[src/logic/pct_pkg.sv]
// shared constants and carrier types of the power control timer
package pct_pkg;

	// ==========================================================
	// sizes
	localparam int CNT_W_DEF = 24;
	localparam int CC_NUM_DEF = 6;
	localparam int PAIR_NUM = 4;
	localparam int PIN_NUM = 8;
	localparam int WR_W = 24;
	localparam int SYNC_STAGES = 2;
	localparam int FILT_W = 4;
	localparam int DT_W = 8;

	// ==========================================================
	// output matrix modes
	localparam logic [1:0] OUTPUT_MATRIX_STRAIGHT = 2'h0;
	localparam logic [1:0] OUTPUT_MATRIX_PAIRS = 2'h1;
	localparam logic [1:0] OUTPUT_MATRIX_CH0 = 2'h2;

	// ==========================================================
	// types
	typedef enum logic [2:0] {
		PCT_W_PERIOD_BUFFER,
		PCT_W_CCB,
		PCT_W_PATTERN_BUFFER,
		PCT_W_COUNT,
		PCT_W_CTRL,
		PCT_W_FAULT
	} pct_wsel_t;

	typedef enum logic [1:0] {
		PCT_RF_NONE,
		PCT_RF_RESTART,
		PCT_RF_HALT,
		PCT_RF_BLANK
	} pct_rfact_t;

	typedef struct packed {
		logic dir;
		logic top_cc0;
		logic count_events;
		logic cap_en;
		logic [1:0] output_matrix;
		logic [PAIR_NUM-1:0] swap;
		logic [DT_W-1:0] dead_time;
	} pct_ctrl_t;

	typedef struct packed {
		pct_rfact_t action;
		logic [FILT_W-1:0] filt;
		logic [FILT_W-1:0] blank;
		logic qual;
		logic rf_en;
		logic nrf_en;
		logic nrf_filt;
		logic [PIN_NUM-1:0] safe_level;
	} pct_fault_t;

	typedef struct packed {
		logic [PIN_NUM-1:0] en;
		logic [PIN_NUM-1:0] val;
	} pct_pattern_value_t;

	typedef struct packed {
		logic en;
		pct_wsel_t sel;
		logic [2:0] idx;
		logic [WR_W-1:0] data;
		logic debugger;
	} pct_wr_t;

endpackage : pct_pkg

[src/logic/pct_dead_time.sv]
// dead-time splitter for one low-side/high-side pair
`timescale 1ns/1ps
`default_nettype none

module pct_dead_time #(
	parameter int DT_W = pct_pkg::DT_W
) (
	// clock and reset
	input wire logic clk,
	input wire logic sys_rst,
	// waveform in
	input wire logic wave,
	input wire logic [DT_W-1:0] dead_time,
	// switch drives
	output logic ls_q,
	output logic hs_q
);

	logic wave_q;
	logic [DT_W-1:0] gap_q;

	// ==========================================================
	// splitter
	// both switches stay off for the gap so the pair never conducts through
	always_ff @(posedge clk) begin
		if (sys_rst) begin
			wave_q <= 1'b0;
			gap_q <= '0;
			ls_q <= 1'b0;
			hs_q <= 1'b0;
		end else begin
			wave_q <= wave;
			if (wave != wave_q && dead_time != '0) begin
				gap_q <= dead_time;
				ls_q <= 1'b0;
				hs_q <= 1'b0;
			end else if (gap_q != '0) begin
				gap_q <= gap_q - 1'b1;
			end else begin
				ls_q <= wave;
				hs_q <= ~wave;
			end
		end
	end

	// ==========================================================
	// checks
	a_no_overlap: assert property (@(posedge clk) disable iff (sys_rst)
		!(ls_q && hs_q))
		else $error("low and high side on together");

	a_gap_held: assert property (@(posedge clk) disable iff (sys_rst)
		(wave != wave_q && dead_time != '0) |=> (!ls_q && !hs_q) [*2])
		else $error("dead time gap not held");

endmodule : pct_dead_time

`default_nettype wire

[src/logic/pct_timer.sv]
// power control timer core: counter, buffers, faults and output chain
`timescale 1ns/1ps
`default_nettype none

// What this block does
// - keeps counting in sleep while clocked
// - register writes pass a synchroniser first
// - debug halt stops counter unless forced run
// - lockable writes except listed value registers
// - debugger writes ignore the write lock
// - ceiling from period or channel zero
// - zero is all clear, max all set
// - update at ceiling or zero by direction
// - up to six compare/capture channels
// - counter and values 16 or 24 bits
// - each buffer has its own valid flag
// - ceiling hit (up) or zero hit (down) raises irq/event
// - compares set waveform period and width
// - count by prescaled tick or events; capture
// - recoverable fault restarts, halts or blanks
// - channel events shared with recoverable fault
// - recoverable fault filter, blanking, qualification
// - dead time splits four lowest matrix outputs
// - swap exchanges low and high side
// - pattern changes only at update
// - hard fault forces safe output level
// - counter events drive hard fault, unfiltered unless nrf_filt is set
// - direction bit clear up, set down

module pct_timer #(
	parameter int CNT_W = pct_pkg::CNT_W_DEF,
	parameter int CC_NUM = pct_pkg::CC_NUM_DEF
) (
	// clock and reset
	input wire logic clk,
	input wire logic sys_rst,
	// control and register writes
	input wire logic enable,
	input wire logic lock_en,
	input wire pct_pkg::pct_wr_t wr,
	// count sources and events
	input wire logic source_tick,
	input wire logic counter_event_input_0,
	input wire logic counter_event_input_1,
	input wire logic channel_event_input_0,
	input wire logic channel_event_input_1,
	// debug
	input wire logic dbg_halt,
	input wire logic debug_run_control,
	// pins
	output logic [pct_pkg::PIN_NUM-1:0] pins_q,
	// status and events
	output logic [CNT_W-1:0] count_q,
	output logic at_zero_q,
	output logic at_max_q,
	output logic update_q,
	output logic irq_q,
	output logic cap_q,
	output logic sync_busy_q,
	output logic refused_q,
	output logic rf_active_q,
	output logic nrf_active_q,
	output logic perbv_q,
	output logic pattbv_q,
	output logic [CC_NUM-1:0] ccbv_q
);

	localparam int PIN = pct_pkg::PIN_NUM;
	localparam int PAIR = pct_pkg::PAIR_NUM;
	localparam int LAST = pct_pkg::SYNC_STAGES - 1;

	// ==========================================================
	// helpers
	function automatic logic is_zero(input logic [CNT_W-1:0] v);
		return v == '0;
	endfunction : is_zero

	function automatic logic is_max(input logic [CNT_W-1:0] v);
		return &v;
	endfunction : is_max

	function automatic logic lockable(input pct_pkg::pct_wsel_t s);
		return s == pct_pkg::PCT_W_CTRL || s == pct_pkg::PCT_W_FAULT ||
			s == pct_pkg::PCT_W_COUNT;
	endfunction : lockable

	function automatic logic [pct_pkg::FILT_W-1:0] filt_next(
		input logic [pct_pkg::FILT_W-1:0] c, input logic raw);
		if (!raw)
			return '0;
		return (&c) ? c : c + 1'b1;
	endfunction : filt_next

	// ==========================================================
	// state
	pct_pkg::pct_ctrl_t ctrl_q;
	pct_pkg::pct_fault_t fault_q;
	pct_pkg::pct_pattern_value_t pattern_value_q, pattern_buffer_q;
	pct_pkg::pct_wr_t pipe_q [pct_pkg::SYNC_STAGES];
	pct_pkg::pct_wr_t wr_in, app;
	logic [CNT_W-1:0] per_q, period_buffer_q, top, count_d;
	logic [CNT_W-1:0] cc_q [CC_NUM];
	logic [CNT_W-1:0] ccb_q [CC_NUM];
	logic [pct_pkg::FILT_W-1:0] rf_cnt_q, nrf_cnt_q, blank_q;
	logic wr_acc, run, tick, upd, rf_raw, rf_act, rf_prev_q, rf_restart, rf_halt;
	logic nrf_raw, nrf_now, cap_now, busy_d;
	logic [CC_NUM-1:0] wf;
	logic [PAIR-1:0] mx, ls, hs;
	logic [PIN-1:0] pre, pins_d;

	// ==========================================================
	// write intake and synchroniser
	// writes land a fixed number of cycles later, like the cross-domain path
	always_comb begin
		wr_acc = wr.en && !(lock_en && lockable(wr.sel) && !wr.debugger);
		wr_in = wr;
		wr_in.en = wr_acc;
		app = pipe_q[LAST];
		busy_d = wr_acc;
		for (int i = 0; i < LAST; i++)
			busy_d = busy_d | pipe_q[i].en;
	end

	always_ff @(posedge clk) begin
		if (sys_rst) begin
			for (int i = 0; i < pct_pkg::SYNC_STAGES; i++)
				pipe_q[i] <= '0;
			sync_busy_q <= 1'b0;
			refused_q <= 1'b0;
		end else begin
			pipe_q[0] <= wr_in;
			for (int i = 1; i < pct_pkg::SYNC_STAGES; i++)
				pipe_q[i] <= pipe_q[i-1];
			sync_busy_q <= busy_d;
			refused_q <= wr.en && !wr_acc;
		end
	end

	// ==========================================================
	// configuration registers
	always_ff @(posedge clk) begin
		if (sys_rst) begin
			ctrl_q <= '0;
			fault_q <= '0;
		end else if (app.en) begin
			if (app.sel == pct_pkg::PCT_W_CTRL)
				ctrl_q <= app.data[$bits(pct_pkg::pct_ctrl_t)-1:0];
			if (app.sel == pct_pkg::PCT_W_FAULT)
				fault_q <= app.data[$bits(pct_pkg::pct_fault_t)-1:0];
		end
	end

	// ==========================================================
	// counter
	// no sleep gating here: while clk runs, only enable, debug halt and fault halt stop the counter
	always_comb begin
		run = enable && !(dbg_halt && !debug_run_control) && !rf_halt;
		tick = ctrl_q.count_events ? counter_event_input_0 : source_tick;
		top = ctrl_q.top_cc0 ? cc_q[0] : per_q;
		upd = run && tick && (ctrl_q.dir ? is_zero(count_q) : count_q == top);
		count_d = count_q;
		if (run && tick) begin
			if (upd)
				count_d = ctrl_q.dir ? top : '0;
			else if (ctrl_q.dir)
				count_d = count_q - 1'b1;
			else
				count_d = count_q + 1'b1;
		end
		if (rf_restart)
			count_d = ctrl_q.dir ? top : '0;
		if (app.en && app.sel == pct_pkg::PCT_W_COUNT)
			count_d = app.data[CNT_W-1:0];
	end

	always_ff @(posedge clk) begin
		if (sys_rst) begin
			count_q <= '0;
			at_zero_q <= 1'b1;
			at_max_q <= 1'b0;
			update_q <= 1'b0;
			irq_q <= 1'b0;
		end else begin
			count_q <= count_d;
			at_zero_q <= is_zero(count_d);
			at_max_q <= is_max(count_d);
			update_q <= upd;
			irq_q <= upd || (nrf_now && !nrf_active_q);
		end
	end

	// ==========================================================
	// buffered values; a write in the update cycle keeps its valid flag
	always_ff @(posedge clk) begin
		if (sys_rst) begin
			per_q <= '1;
			period_buffer_q <= '0;
			perbv_q <= 1'b0;
			pattern_value_q <= '0;
			pattern_buffer_q <= '0;
			pattbv_q <= 1'b0;
		end else begin
			if (upd && perbv_q) begin
				per_q <= period_buffer_q;
				perbv_q <= 1'b0;
			end
			if (upd && pattbv_q) begin
				pattern_value_q <= pattern_buffer_q;
				pattbv_q <= 1'b0;
			end
			if (app.en && app.sel == pct_pkg::PCT_W_PERIOD_BUFFER) begin
				period_buffer_q <= app.data[CNT_W-1:0];
				perbv_q <= 1'b1;
			end
			if (app.en && app.sel == pct_pkg::PCT_W_PATTERN_BUFFER) begin
				pattern_buffer_q <= app.data[$bits(pct_pkg::pct_pattern_value_t)-1:0];
				pattbv_q <= 1'b1;
			end
		end
	end

	assign cap_now = ctrl_q.cap_en && !fault_q.rf_en && channel_event_input_0;

	always_ff @(posedge clk) begin
		if (sys_rst) begin
			for (int i = 0; i < CC_NUM; i++) begin
				cc_q[i] <= '0;
				ccb_q[i] <= '0;
			end
			ccbv_q <= '0;
			cap_q <= 1'b0;
		end else begin
			for (int i = 0; i < CC_NUM; i++) begin
				if (upd && ccbv_q[i]) begin
					cc_q[i] <= ccb_q[i];
					ccbv_q[i] <= 1'b0;
				end
				if (app.en && app.sel == pct_pkg::PCT_W_CCB && int'(app.idx) == i) begin
					ccb_q[i] <= app.data[CNT_W-1:0];
					ccbv_q[i] <= 1'b1;
				end
			end
			if (cap_now)
				cc_q[CC_NUM-1] <= count_q;
			cap_q <= cap_now;
		end
	end

	// ==========================================================
	// recoverable fault: raw channel events, no resync, as the fault path needs
	always_comb begin
		rf_raw = channel_event_input_0 || channel_event_input_1;
		rf_act = fault_q.rf_en && rf_raw && rf_cnt_q >= fault_q.filt &&
			blank_q == '0 && (!fault_q.qual || count_q < cc_q[0]);
		rf_restart = rf_act && !rf_prev_q && fault_q.action == pct_pkg::PCT_RF_RESTART;
		rf_halt = rf_act && fault_q.action == pct_pkg::PCT_RF_HALT;
		nrf_raw = counter_event_input_0 || counter_event_input_1;
		nrf_now = fault_q.nrf_en && nrf_raw &&
			(!fault_q.nrf_filt || nrf_cnt_q >= fault_q.filt);
	end

	always_ff @(posedge clk) begin
		if (sys_rst) begin
			rf_cnt_q <= '0;
			nrf_cnt_q <= '0;
			blank_q <= '0;
			rf_prev_q <= 1'b0;
			rf_active_q <= 1'b0;
			nrf_active_q <= 1'b0;
		end else begin
			rf_cnt_q <= filt_next(rf_cnt_q, rf_raw);
			nrf_cnt_q <= filt_next(nrf_cnt_q, nrf_raw);
			if (upd)
				blank_q <= fault_q.blank;
			else if (blank_q != '0)
				blank_q <= blank_q - 1'b1;
			rf_prev_q <= rf_act;
			rf_active_q <= rf_act;
			nrf_active_q <= nrf_now;
		end
	end

	// ==========================================================
	// waveform and output chain
	always_comb begin
		for (int i = 0; i < CC_NUM; i++) begin
			wf[i] = count_q < cc_q[i];
			if (rf_act && fault_q.action == pct_pkg::PCT_RF_BLANK)
				wf[i] = 1'b0;
		end
		for (int k = 0; k < PAIR; k++) begin
			case (ctrl_q.output_matrix)
				pct_pkg::OUTPUT_MATRIX_PAIRS: mx[k] = wf[k % 2];
				pct_pkg::OUTPUT_MATRIX_CH0: mx[k] = wf[0];
				default: mx[k] = wf[k % CC_NUM];
			endcase
		end
	end

	genvar g;
	generate
		for (g = 0; g < PAIR; g++) begin : g_dti
			pct_dead_time #(
				.DT_W(pct_pkg::DT_W)
			) u_dti (
				.clk(clk),
				.sys_rst(sys_rst),
				.wave(mx[g]),
				.dead_time(ctrl_q.dead_time),
				.ls_q(ls[g]),
				.hs_q(hs[g])
			);
		end
	endgenerate

	always_comb begin
		for (int k = 0; k < PAIR; k++) begin
			pre[2*k] = ctrl_q.swap[k] ? hs[k] : ls[k];
			pre[2*k+1] = ctrl_q.swap[k] ? ls[k] : hs[k];
		end
		for (int p = 0; p < PIN; p++)
			if (pattern_value_q.en[p])
				pre[p] = pattern_value_q.val[p];
		pins_d = nrf_now ? fault_q.safe_level : pre;
	end

	always_ff @(posedge clk) begin
		if (sys_rst)
			pins_q <= '0;
		else
			pins_q <= pins_d;
	end

	// ==========================================================
	// checks
	a_lock_refuse: assert property (@(posedge clk) disable iff (sys_rst)
		(wr.en && lock_en && !wr.debugger && (wr.sel == pct_pkg::PCT_W_CTRL ||
		wr.sel == pct_pkg::PCT_W_COUNT || wr.sel == pct_pkg::PCT_W_FAULT))
		|=> refused_q ##1 !pipe_q[LAST].en)
		else $error("locked write not refused");

	a_debug_bypass: assert property (@(posedge clk) disable iff (sys_rst)
		(wr.en && wr.debugger) |=> !refused_q ##1 pipe_q[LAST].en)
		else $error("debugger write was refused");

	a_sync_delay: assert property (@(posedge clk) disable iff (sys_rst)
		(wr.en && !lock_en && wr.sel == pct_pkg::PCT_W_COUNT)
		|=> sync_busy_q ##2 count_q == $past(wr.data[CNT_W-1:0], 3))
		else $error("count write not applied after sync");

	a_debug_halt: assert property (@(posedge clk) disable iff (sys_rst)
		(dbg_halt && !debug_run_control && !app.en && !rf_restart) |=> $stable(count_q))
		else $error("counter moved during debug halt");

	a_up_wrap: assert property (@(posedge clk) disable iff (sys_rst)
		(upd && !ctrl_q.dir && !app.en && !rf_restart) |=> count_q == '0 && update_q && irq_q)
		else $error("up count did not wrap at ceiling");

	a_down_reload: assert property (@(posedge clk) disable iff (sys_rst)
		(upd && ctrl_q.dir && !app.en && !rf_restart) |=> count_q == $past(top))
		else $error("down count did not reload ceiling");

	a_zero_flag: assert property (@(posedge clk) disable iff (sys_rst)
		at_zero_q == (count_q == '0) && at_max_q == (&count_q))
		else $error("zero or max flag wrong");

	a_pattern_load: assert property (@(posedge clk) disable iff (sys_rst)
		(!upd && !(app.en && app.sel == pct_pkg::PCT_W_PATTERN_BUFFER)) |=> !$changed(pattern_value_q))
		else $error("pattern changed outside update");

	a_nrf_force: assert property (@(posedge clk) disable iff (sys_rst)
		nrf_now |=> pins_q == $past(fault_q.safe_level) && nrf_active_q)
		else $error("hard fault did not force safe level");

	a_buf_valid: assert property (@(posedge clk) disable iff (sys_rst)
		(app.en && app.sel == pct_pkg::PCT_W_PERIOD_BUFFER) |=> perbv_q && period_buffer_q == $past(app.data[CNT_W-1:0]))
		else $error("period buffer valid not set");

endmodule : pct_timer

`default_nettype wire

[config.mk]
export PLATFORM = sky130hd
export DESIGN_NAME = pct_timer
export DESIGN_NICKNAME = d
export VERILOG_FILES = /design/src/logic/pct_pkg.sv /design/src/logic/pct_dead_time.sv /design/src/logic/pct_timer.sv
export SDC_FILE = /design/constraint.sdc
export NUM_CORES = 1
export LEC_CHECK = 0
export BUFFER_PORTS_ARGS = -buffer_cell sky130_fd_sc_hd__buf_2
export CORE_UTILIZATION = 45
export CTS_CLUSTER_DIAMETER = 40
export DETAILED_ROUTE_END_ITERATION = 12
export GPL_TIMING_DRIVEN = 0
export PLACE_DENSITY = 0.74
export SETUP_SLACK_MARGIN = 0.5
export SYNTH_ARGS = -nofsm -noshare
export SYNTH_HDL_FRONTEND = slang
export SYNTH_SLANG_ARGS = --single-unit
export TNS_END_PERCENT = 100
[constraint.sdc]
create_clock -name clk -period 3.4 [get_ports clk]
set_input_delay 0.68 -clock clk [delete_from_list [all_inputs] [get_ports clk]]
set_output_delay 0.68 -clock clk [all_outputs]
set_load 0.05 [all_outputs]
# Yosys cells after proc, flatten, opt, wreduce, memory -nomap -nowiden
# Memories as Yosys holds them, arrays and structs flattened.
# Cells that the tools add are included.
# classes
n_addsub,9
magnitude_cmp,6
eq_ne,25
mux,126
bitwise,20
n_reduce_logical,96
# op_table
op,count
24-bit 2-to-1 mux,20
24-bit < comparator,4
1-bit 2-to-1 mux,86
8-bit 2-to-1 mux,9
32-bit 2-to-1 mux,2
24-bit logical NOT,2
1-bit logical AND,44
8-bit nonzero test,5
4-bit 2-to-1 mux,8
"8-bit by 1-bit subtractor with 8-bit output, second input constant",4
2-bit nonzero test,13
"24-bit by 1-bit adder with 24-bit output, second input constant",1
24-bit equality test,1
"3-bit equality test, second input constant",8
24-bit AND reduction,1
"24-bit by 1-bit subtractor with 24-bit output, second input constant",1
1-bit bitwise OR,16
"3-bit by 2-bit equality test with 1-bit output, second input constant",4
1-bit logical NOT,11
2-bit OR reduction,5
"4-bit by 1-bit adder with 4-bit output, second input constant",2
4-bit greater-or-equal comparator,2
4-bit AND reduction,2
1-bit logical OR,7
other kinds (12),24
# totals
ff_bits,225
mem_bits_rw,352
input_bits,43
word_cells,344
n_memories,3
# mem_list
name,depth,word_bits,read_ports,rd_clocked_by_memory_dff,wr,line_no,text
cc_q,6,24,4,0,6,pct_timer.sv:102,logic [CNT_W-1:0] cc_q [CC_NUM];
ccb_q,6,24,6,0,6,pct_timer.sv:103,logic [CNT_W-1:0] ccb_q [CC_NUM];
pipe_q,2,32,2,0,2,pct_timer.sv:99,pct_pkg::pct_wr_t pipe_q [pct_pkg::SYNC_STAGES];

# Depth between registers and ports, before layout
# Gate-level depths: netlist (run 1).
# depth
ltp_word,16
depth_mapped,16
mapped_depth_nobuf,13

# Modules after synthesis
# Synthesis (run 1) repeated with hierarchy kept, for this count alone.
# hier_totals
hier_cells,2364
area_unflattened_um2,22982.0
# by_module_without_submodules
mod,instances,cells_per_inst,area_per_inst_um2,seq_area_each_um2
pct_timer,1,2100,20569.7,10630.2
pct_dead_time,4,66,603.1,220.2

# Worst setup path before layout (run 1)
# OpenSTA, ideal clock, no wires.
# synth_path
path_kind,register to register
from,register count_q[23]
to,register g_dti[3].u_dti.gap_q[3]
setup_time_ns,0.121
arrival_ns,3.887
slack_ns,-0.608
path_stages_with_launch,14
n_path_buf,1
synth_period_minus_slack_ns,4.008
path_cell_list,dfxtp_1 ha_1 nand4_1 or2_1 nor4_1 a211oi_2 a21oi_2 nor2_2 nor4b_1 a311oi_2 xnor2_1 and2_1 buf_2 mux2_2
# synth_via
elab_chain_len,9
# synth_rtl
element,line_no,text
"start, declared",pct_timer.sv:53,"output logic [CNT_W-1:0] count_q,"
"start signal, assigned",pct_timer.sv:184,count_q <= count_d;
24-bit < comparator,"pct_timer.sv:254, pct_timer.sv:287",
1-bit logical OR,pct_timer.sv:254,blank_q == '0 && (!fault_q.qual || count_q < cc_q[0]);
1-bit logical AND,pct_timer.sv:254,
1-bit logical AND,n/a,
1-bit 2-to-1 mux,pct_timer.sv:288,if (rf_act && fault_q.action == pct_pkg::PCT_RF_BLANK)
1-bit case mux with 2 select lines (*),pct_timer.sv:292,case (ctrl_q.output_matrix)
1-bit inequality test (*),pct_dead_time.sv:33,if (wave != wave_q && dead_time != '0) begin
1-bit logical AND (*),pct_dead_time.sv:33,
8-bit 2-to-1 mux / 2-bit nonzero test (equally long branches),n/a,
"end signal, assigned",pct_dead_time.sv:34,gap_q <= dead_time;
"end signal, assigned",pct_dead_time.sv:38,gap_q <= gap_q - 1'b1;
"end, declared",pct_dead_time.sv:20,logic [DT_W-1:0] gap_q;
# Every way passes the cells marked *; elsewhere a longest branch is shown, timed or not.
# A chain may end at the register's enable or synchronous reset.

==> reports/metrics.cfg, run 1 <==
[clocking]
cts_buffer_depth=3
clkSinkCount=479
htreeDepth=3
cts_tree=built
cts_buffers=67
clockRootBuffer=clkbuf_16
clk_latency_ns=0.62
clkSlewWorstSetupHoldPaths_ns=0.06

[yosys]
synthSimpleGateAreaFrac_pct=22.58
yosysWarnings=0
synth_top_family_by_area=simple AND/OR/NAND/NOR gates
ys_ff_latch=479
synthMuxAreaShare_pct=1.951
ys_seq_area_share_pct=49.57
avgSynthCellArea_um2=9.548
ys.flop_type=dfxtp_1
synthCells=2432
synthDistinctLibCells=86
synthAdderAreaFrac_pct=7.199
synth_nets=2608
synth_compound_area_share_pct=12.21
syn_area_um2=23220
synth_enable_flop_cells=192
postSynth.asyncResetShare_pct=0
synth_xor_xnor_area_share_pct=2.263

[place]
place_congestion=0.9760
io_buffers=90
dpl.hpwl_um=55090
dp_slack_ns=-1.304
dp_cells=3194

[critical_path]
worst-path-buf-inv=1
slowest_delay_ns=0.55
worstSetupPathType=reg2reg
critPathSlowestCell=or4_4
start_kind=flop
critPathRequiredTime_ns=3.88
ff2ff_setup_slack_ns=-0.75
crit_top_cell=or4_4
path_delay_family=simple AND/OR/NAND/NOR gates
worstPathMaxFanout=5
crit_chain=inv_1, ha_4, nand4_1, or2_4, or4_4, o2111ai_4, and2_4, o221a_4, a221oi_2, or4_4, nor4b_4, nand4b_1, nor4bb_2
crit_arrival_ns=4.63
endpoint_kind=flop

[routing]
wl_met3_um=8127
routed_wl_um=81160
dr.pass1.iters=6
drc=0
wl_met2_um=36540
vias=20260
routed.top_layer=met5
drtAntennaViolNets=0
drt-wirelength-per-cell_um=23.70
drtIter0Drc=2455
wl_met1_um=32260
via_per_inst=5.918

[cells_and_area]
syn2layout_area_growth_pct=27.26
drive_gt1_share_pct=20.68
layout.cells.non_filler=3424
layout.nets=2873

[floorplan]
pin_count=92
core_um2=50580
fp-row-count=82
start_util_pct=45.91
fp.dieArea_um2=52510
fp.dieH_um=229.2
die_w_um=229.2

[global_routing]
gr-total-overflow=0
grt_pass1_wl_um=115200
grt_pass1_vias=18680
grt_start_max_net_pins=25
grt_use_total_pct=29.43
grt_antenna_before_repair=7

[timing]
holdWs_ns=0.2681
grt_setup_unrepaired=true
worstMarginPinSlew_ns=1.419
final.min_clock_period_ns=4.147
period_share_pct=122.0
finalMaxSlewViolations=0
final-hold-violation-count=0
finalWorstSetupSlack_ns=-0.7466
finalSetupViolations=175
fmax_mhz=241.2
tns_ns=-23.31
slew_headroom_pct=5.422
skew_ns=0.04654

[status]
status=complete, but fails checks
violations=negative setup slack

[run]
maxCapViolations=0

[power_and_ir_drop]
power_density_nw_per_um2=546.4
power.leakage_nw=12.30
power_mw=16.15
peakVddDrop_mv=0.4914

[hold_path]
hold_path.class=in2reg

-- logic make-up (layout without fill, tap and decap cells) --
logic type | Yosys count | in the layout
other cells | 0 | 1
xor+xnor | 60 | 61
mux | 44 | 44
compound gates | 442 | 450
simple gates | 1020 | 1020
flops | 479 | 479
fa+ha+maj | 133 | 133
buf+inv | 254 | 564
-- cell type report --
class                   count  area (um^2)
multi-input cells        1708        12060
fillers                  4118        21030
clock buffers              80         1882
repair buffers            187         1371
inverters                 131        491.7
plain buffers             123        828.3
clock inverters            43        474.2
diodes                      1        2.502
well taps                 672        840.8
flip-flops and latches    479        11600
-- per-stage QoR --
step | cell area, um^2 | util (%)
floorplan | 23830 | -
global placement | 25120 | 49.66
detailed placement | 25120 | 49.66
CTS | 28030 | 55.42
global route | 29550 | 58.42
finish | 29550 | 58.42
-- final timing paths --
check                                          startpoint                        to  cells after the start
worst max-delay path            cc_q[0][20]$_SDFFCE_PN0P_       at_max_q$_SDFF_PP0_                     13
worst min-delay path                               wr[11]  pipe_q[0][11]$_SDFF_PP0_                      2
worst max register to register  cc_q[0][20]$_SDFFCE_PN0P_       at_max_q$_SDFF_PP0_                     13
worst min register to register   pipe_q[0][22]$_SDFF_PP0_  pipe_q[0][54]$_SDFF_PP0_                      1
-- repair_timing --
| item | in CTS | in global routing |
|---|---|---|
| pin swaps | 32 | 52 |
| gates cloned | 0 | 15 |
| hold buffers | 0 | 0 |
| gates resized for setup | 85 | 180 |
| setup endpoints to repair | 374 | 462 |
| buffers inserted | 19 | 72 |
-- Yosys cell counts (10+ instances only) --
cell      number  share of area, %
xnor2_1       44               1.7
nor3_1        53               1.1
ha_1         132               7.1
inv_1        131               2.1
and2_1       112               3.0
nor2b_1       82               2.2
nor2_1       141               2.3
nand2b_1      20              0.54
mux2i_1       34               1.5
or3_1         24              0.65
nand4_1       22              0.59
xor2_1        16              0.60
o21a_1        11              0.36
a211oi_1      25              0.81
nor4_1        23              0.62
a21o_1        44               1.4
o21ai_0       63               1.4
nand3b_1      35               1.1
and3_1       111               3.0
dfxtp_1      287                25
a21oi_1      190               4.1
nand3_1       30              0.65
mux2_2        10              0.48
nand2_1      325               5.3
edfxtp_1     192                25
clkbuf_1     111               1.8
-- placed cells by master (no fill, tap or decap), drive strengths merged, types with 82 or more instances in the layout --
master,synthesis,routed
a21oi,191,191
and2,114,114
and3,111,111
buf,12,211
clkbuf,111,178
dfxtp,287,287
edfxtp,192,192
ha,132,132
inv,131,148
nand2,325,325
nor2,142,142
nor2b,82,82
-- state kept, by name (all words and copies together) (netlist names), 16 cells and up --
name,flops
count_q,24
pattern_buffer_q,16
pipe_q,62
fault_q,22
ctrl_q,18
g_dti.u_dti.gap_q,32
period_buffer_q,24
per_q,24
ccb_q,96
cc_q,96
pattern_value_q,16
-- metal layers --
layer	up-vias	track usage (%)
li1	9114	-
met1	9684	38.22
met2	1194	46.51
met3	270	6.462
met4	2	14.08
met5	-	0
-- report_power, final --
group | switching [mW] | internal, mW
Combinational | 1.33 | 0.991
Clock | 2.89 | 4.32
Sequential | 0.325 | 6.29
Total | 4.54 | 11.6
No activity file was read; power rests on OpenSTA's default activity.
==> inputs of run 2 (changes only) <==
--- a/config.mk
+++ b/config.mk
@@ -11,7 +11,6 @@
 export DETAILED_ROUTE_END_ITERATION = 12
 export GPL_TIMING_DRIVEN = 0
 export PLACE_DENSITY = 0.74
-export SETUP_SLACK_MARGIN = 0.5
 export SYNTH_ARGS = -nofsm -noshare
 export SYNTH_HDL_FRONTEND = slang
 export SYNTH_SLANG_ARGS = --single-unit
==> constraint.sdc (replaced) <==
create_clock -name clk -period 3.4 [get_ports clk]
set_input_delay 0.68 -clock clk [delete_from_list [all_inputs] [get_ports clk]]
set_output_delay 0.68 -clock clk [all_outputs]
set_load 0.1 [all_outputs]
==> reports/metrics.cfg, run 2 (synthesis gave the netlist of run 1 again) <==
[status]
status=complete, but fails checks
violations=max-capacitance violations, max-slew violations, negative setup slack

[floorplan]
start_util_pct=45.91  ; unchanged
fp-row-count=82  ; unchanged
die_w_um=229.2  ; unchanged
fp.dieH_um=229.2  ; unchanged
core_um2=50580  ; unchanged
pin_count=92  ; unchanged
fp.dieArea_um2=52510  ; unchanged

[place]
place_area_um2=24860  ; -1.0%
io_buffers=90  ; unchanged
place_congestion=0.9784  ; +0.25%
dpl.hpwl_um=55140  ; about the same
dp_cells=3194  ; unchanged
dp_slack_ns=-2.133  ; -0.8296 ns

[cells_and_area]
layout.cells.non_filler=3415  ; -0.26%
largest_registers=cc_q (96), ccb_q (96), pipe_q (62)
layout.nets=2863  ; -0.35%
design_area_um2=29330  ; -0.74%
layout_commonest_cell=nand2_1
final_util_pct=57.99  ; -0.43 points
drive_gt1_share_pct=20.60  ; -0.086 points
antenna_cells=0  ; -1
syn2layout_area_growth_pct=26.32
final_cell_mix=298 x nand2_1, 258 x dfxtp_1, 192 x edfxtp_1, 184 x a21oi_1, 135 x nor2_1

[timing]
tns_ns=-28.00  ; -4.692 ns
finalSetupViolations=160  ; -8.6%
finalWorstSetupSlack_ns=-0.6794  ; +0.06722 ns
period_share_pct=120.0  ; -2.0 points
holdWs_ns=0.2767  ; +0.008563 ns
final-hold-violation-count=0  ; unchanged
worstMarginPinSlew_ns=1.538  ; +0.1194 ns
skew_ns=0.05339  ; +0.006844 ns
grt_setup_unrepaired=true
final.min_clock_period_ns=4.079  ; -0.06722 ns
finalMaxSlewViolations=14  ; +14
slew_headroom_pct=-2.539  ; -8.0 points
fmax_mhz=245.1  ; +1.6%

[clocking]
clockRootBuffer=clkbuf_16
clkSinkCount=479  ; unchanged
cts_buffer_depth=3  ; unchanged
cts_tree=built
cts_buffers=71  ; +6.0%
htreeDepth=3  ; unchanged
clk_latency_ns=0.62  ; about the same
clkSlewWorstSetupHoldPaths_ns=0.06  ; about the same

[power_and_ir_drop]
power_frac_seq_pct=40.0  ; -1.0 points
switching_share_pct=28.31  ; +0.20 points
power_mw=16.56  ; +2.6%
p_int_mw=11.87  ; +2.3%
p_comb_share_pct=14.6  ; +0.2 points
clkPwrFrac_pct=45.4  ; +0.8 points
p_switching_mw=4.689  ; +3.3%
power_density_nw_per_um2=564.6  ; +3.3%
peakVddDrop_mv=0.4799  ; -2.3%
power.leakage_nw=12.21  ; -0.70%

[critical_path]
endpoint_kind=flop
worstSetupPathType=reg2reg
crit_arrival_ns=4.55  ; -0.08 ns
critPathRequiredTime_ns=3.87  ; about the same
ff2ff_setup_slack_ns=-0.68  ; +0.07 ns
worstPathMaxFanout=3  ; -2
start_kind=flop

[routing]
wl_met3_um=8708  ; +7.1%
vias=20350  ; +0.42%
drc=0  ; unchanged
dr.pass1.iters=6  ; unchanged
via_per_inst=5.959  ; +0.68%
drtIter0Drc=2465  ; +0.41%
routed_wl_um=82700  ; +1.9%
wl_met2_um=37760  ; +3.3%
wl_met1_um=32230  ; about the same
routed.top_layer=met4
drt-wirelength-per-cell_um=24.22  ; +2.2%
drtAntennaViolNets=0  ; unchanged

[hold_path]
hold_path.class=in2reg

[global_routing]
grt_start_max_net_pins=25  ; unchanged
grt_use_total_pct=30.44  ; +1.0 points
grt_antenna_before_repair=6  ; -1
gr-total-overflow=0  ; unchanged
grt_pass1_wl_um=119800  ; +4.0%
grt_pass1_vias=19420  ; +4.0%

[run]
maxCapViolations=1  ; +1

==> run 2: routing by layer <==
| layer | up-vias | track usage (%) |
|---|---|---|
| met5 | - | 0 |
| met4 | 0 | 14.85 |
| met3 | 252 | 6.810 |
| met2 | 1107 | 47.52 |
| met1 | 9884 | 39.82 |
| li1 | 9106 | - |
==> run 2: power groups by stage <==
stage / sequential [mW] / combinational (mW) / clock [mW]
after CTS: 6.60 / 2.30 / 7.53
after detailed placement: 6.71 / 2.11 / 0
after floorplan: 6.77 / 1.46 / 0
after global routing: 6.65 / 2.64 / 7.78
after global placement: 6.69 / 2.02 / 0
final: 6.62 / 2.42 / 7.52
==> run 2: worst max-delay path: stages (launching register included) <==
cell       delay [ns]
edfxtp_1         0.47
inv_2            0.08
ha_4             0.27
nand4_1          0.13
or2_1            0.26
or4_4            0.47
o2111ai_4        0.25
and2_4           0.26
o221a_4          0.22
a221oi_2         0.08
or4_4            0.54
nor4b_4          0.32
nand4b_1         0.23
nor4bb_2         0.36
==> run 2: layout make-up <==
class	count	area, um^2
Buffer	116	646.9
Clock buffer	82	1869
Clock inverter	47	576.8
Sequential cell	479	11600
Tap cell	672	840.8
Fill cell	4161	21250
Timing Repair Buffer	176	1326
Multi-Input combinational cell	1712	11980
Inverter	131	491.7
==> run 2: worst paths after layout <==
kind,start,end,depth (start not counted)
max,cc_q[0][17]$_SDFFCE_PN0P_,at_max_q$_SDFF_PP0_,13
max reg2reg,cc_q[0][17]$_SDFFCE_PN0P_,at_max_q$_SDFF_PP0_,13
min,wr[4],pipe_q[0][4]$_SDFF_PP0_,2
min reg2reg,pipe_q[0][15]$_SDFF_PP0_,pipe_q[0][47]$_SDFF_PP0_,1
==> run 2: what timing repair did <==
| item | in CTS | in global routing |
|---|---|---|
| cloned | 5 | 13 |
| endpoints found under the hold margin | 0 | 0 |
| buffers inserted | 50 | 31 |
| resized for setup | 172 | 123 |
| endpoints found under the setup margin | 361 | 340 |
| hold buffers | 0 | 0 |
| pin swaps | 41 | 27 |
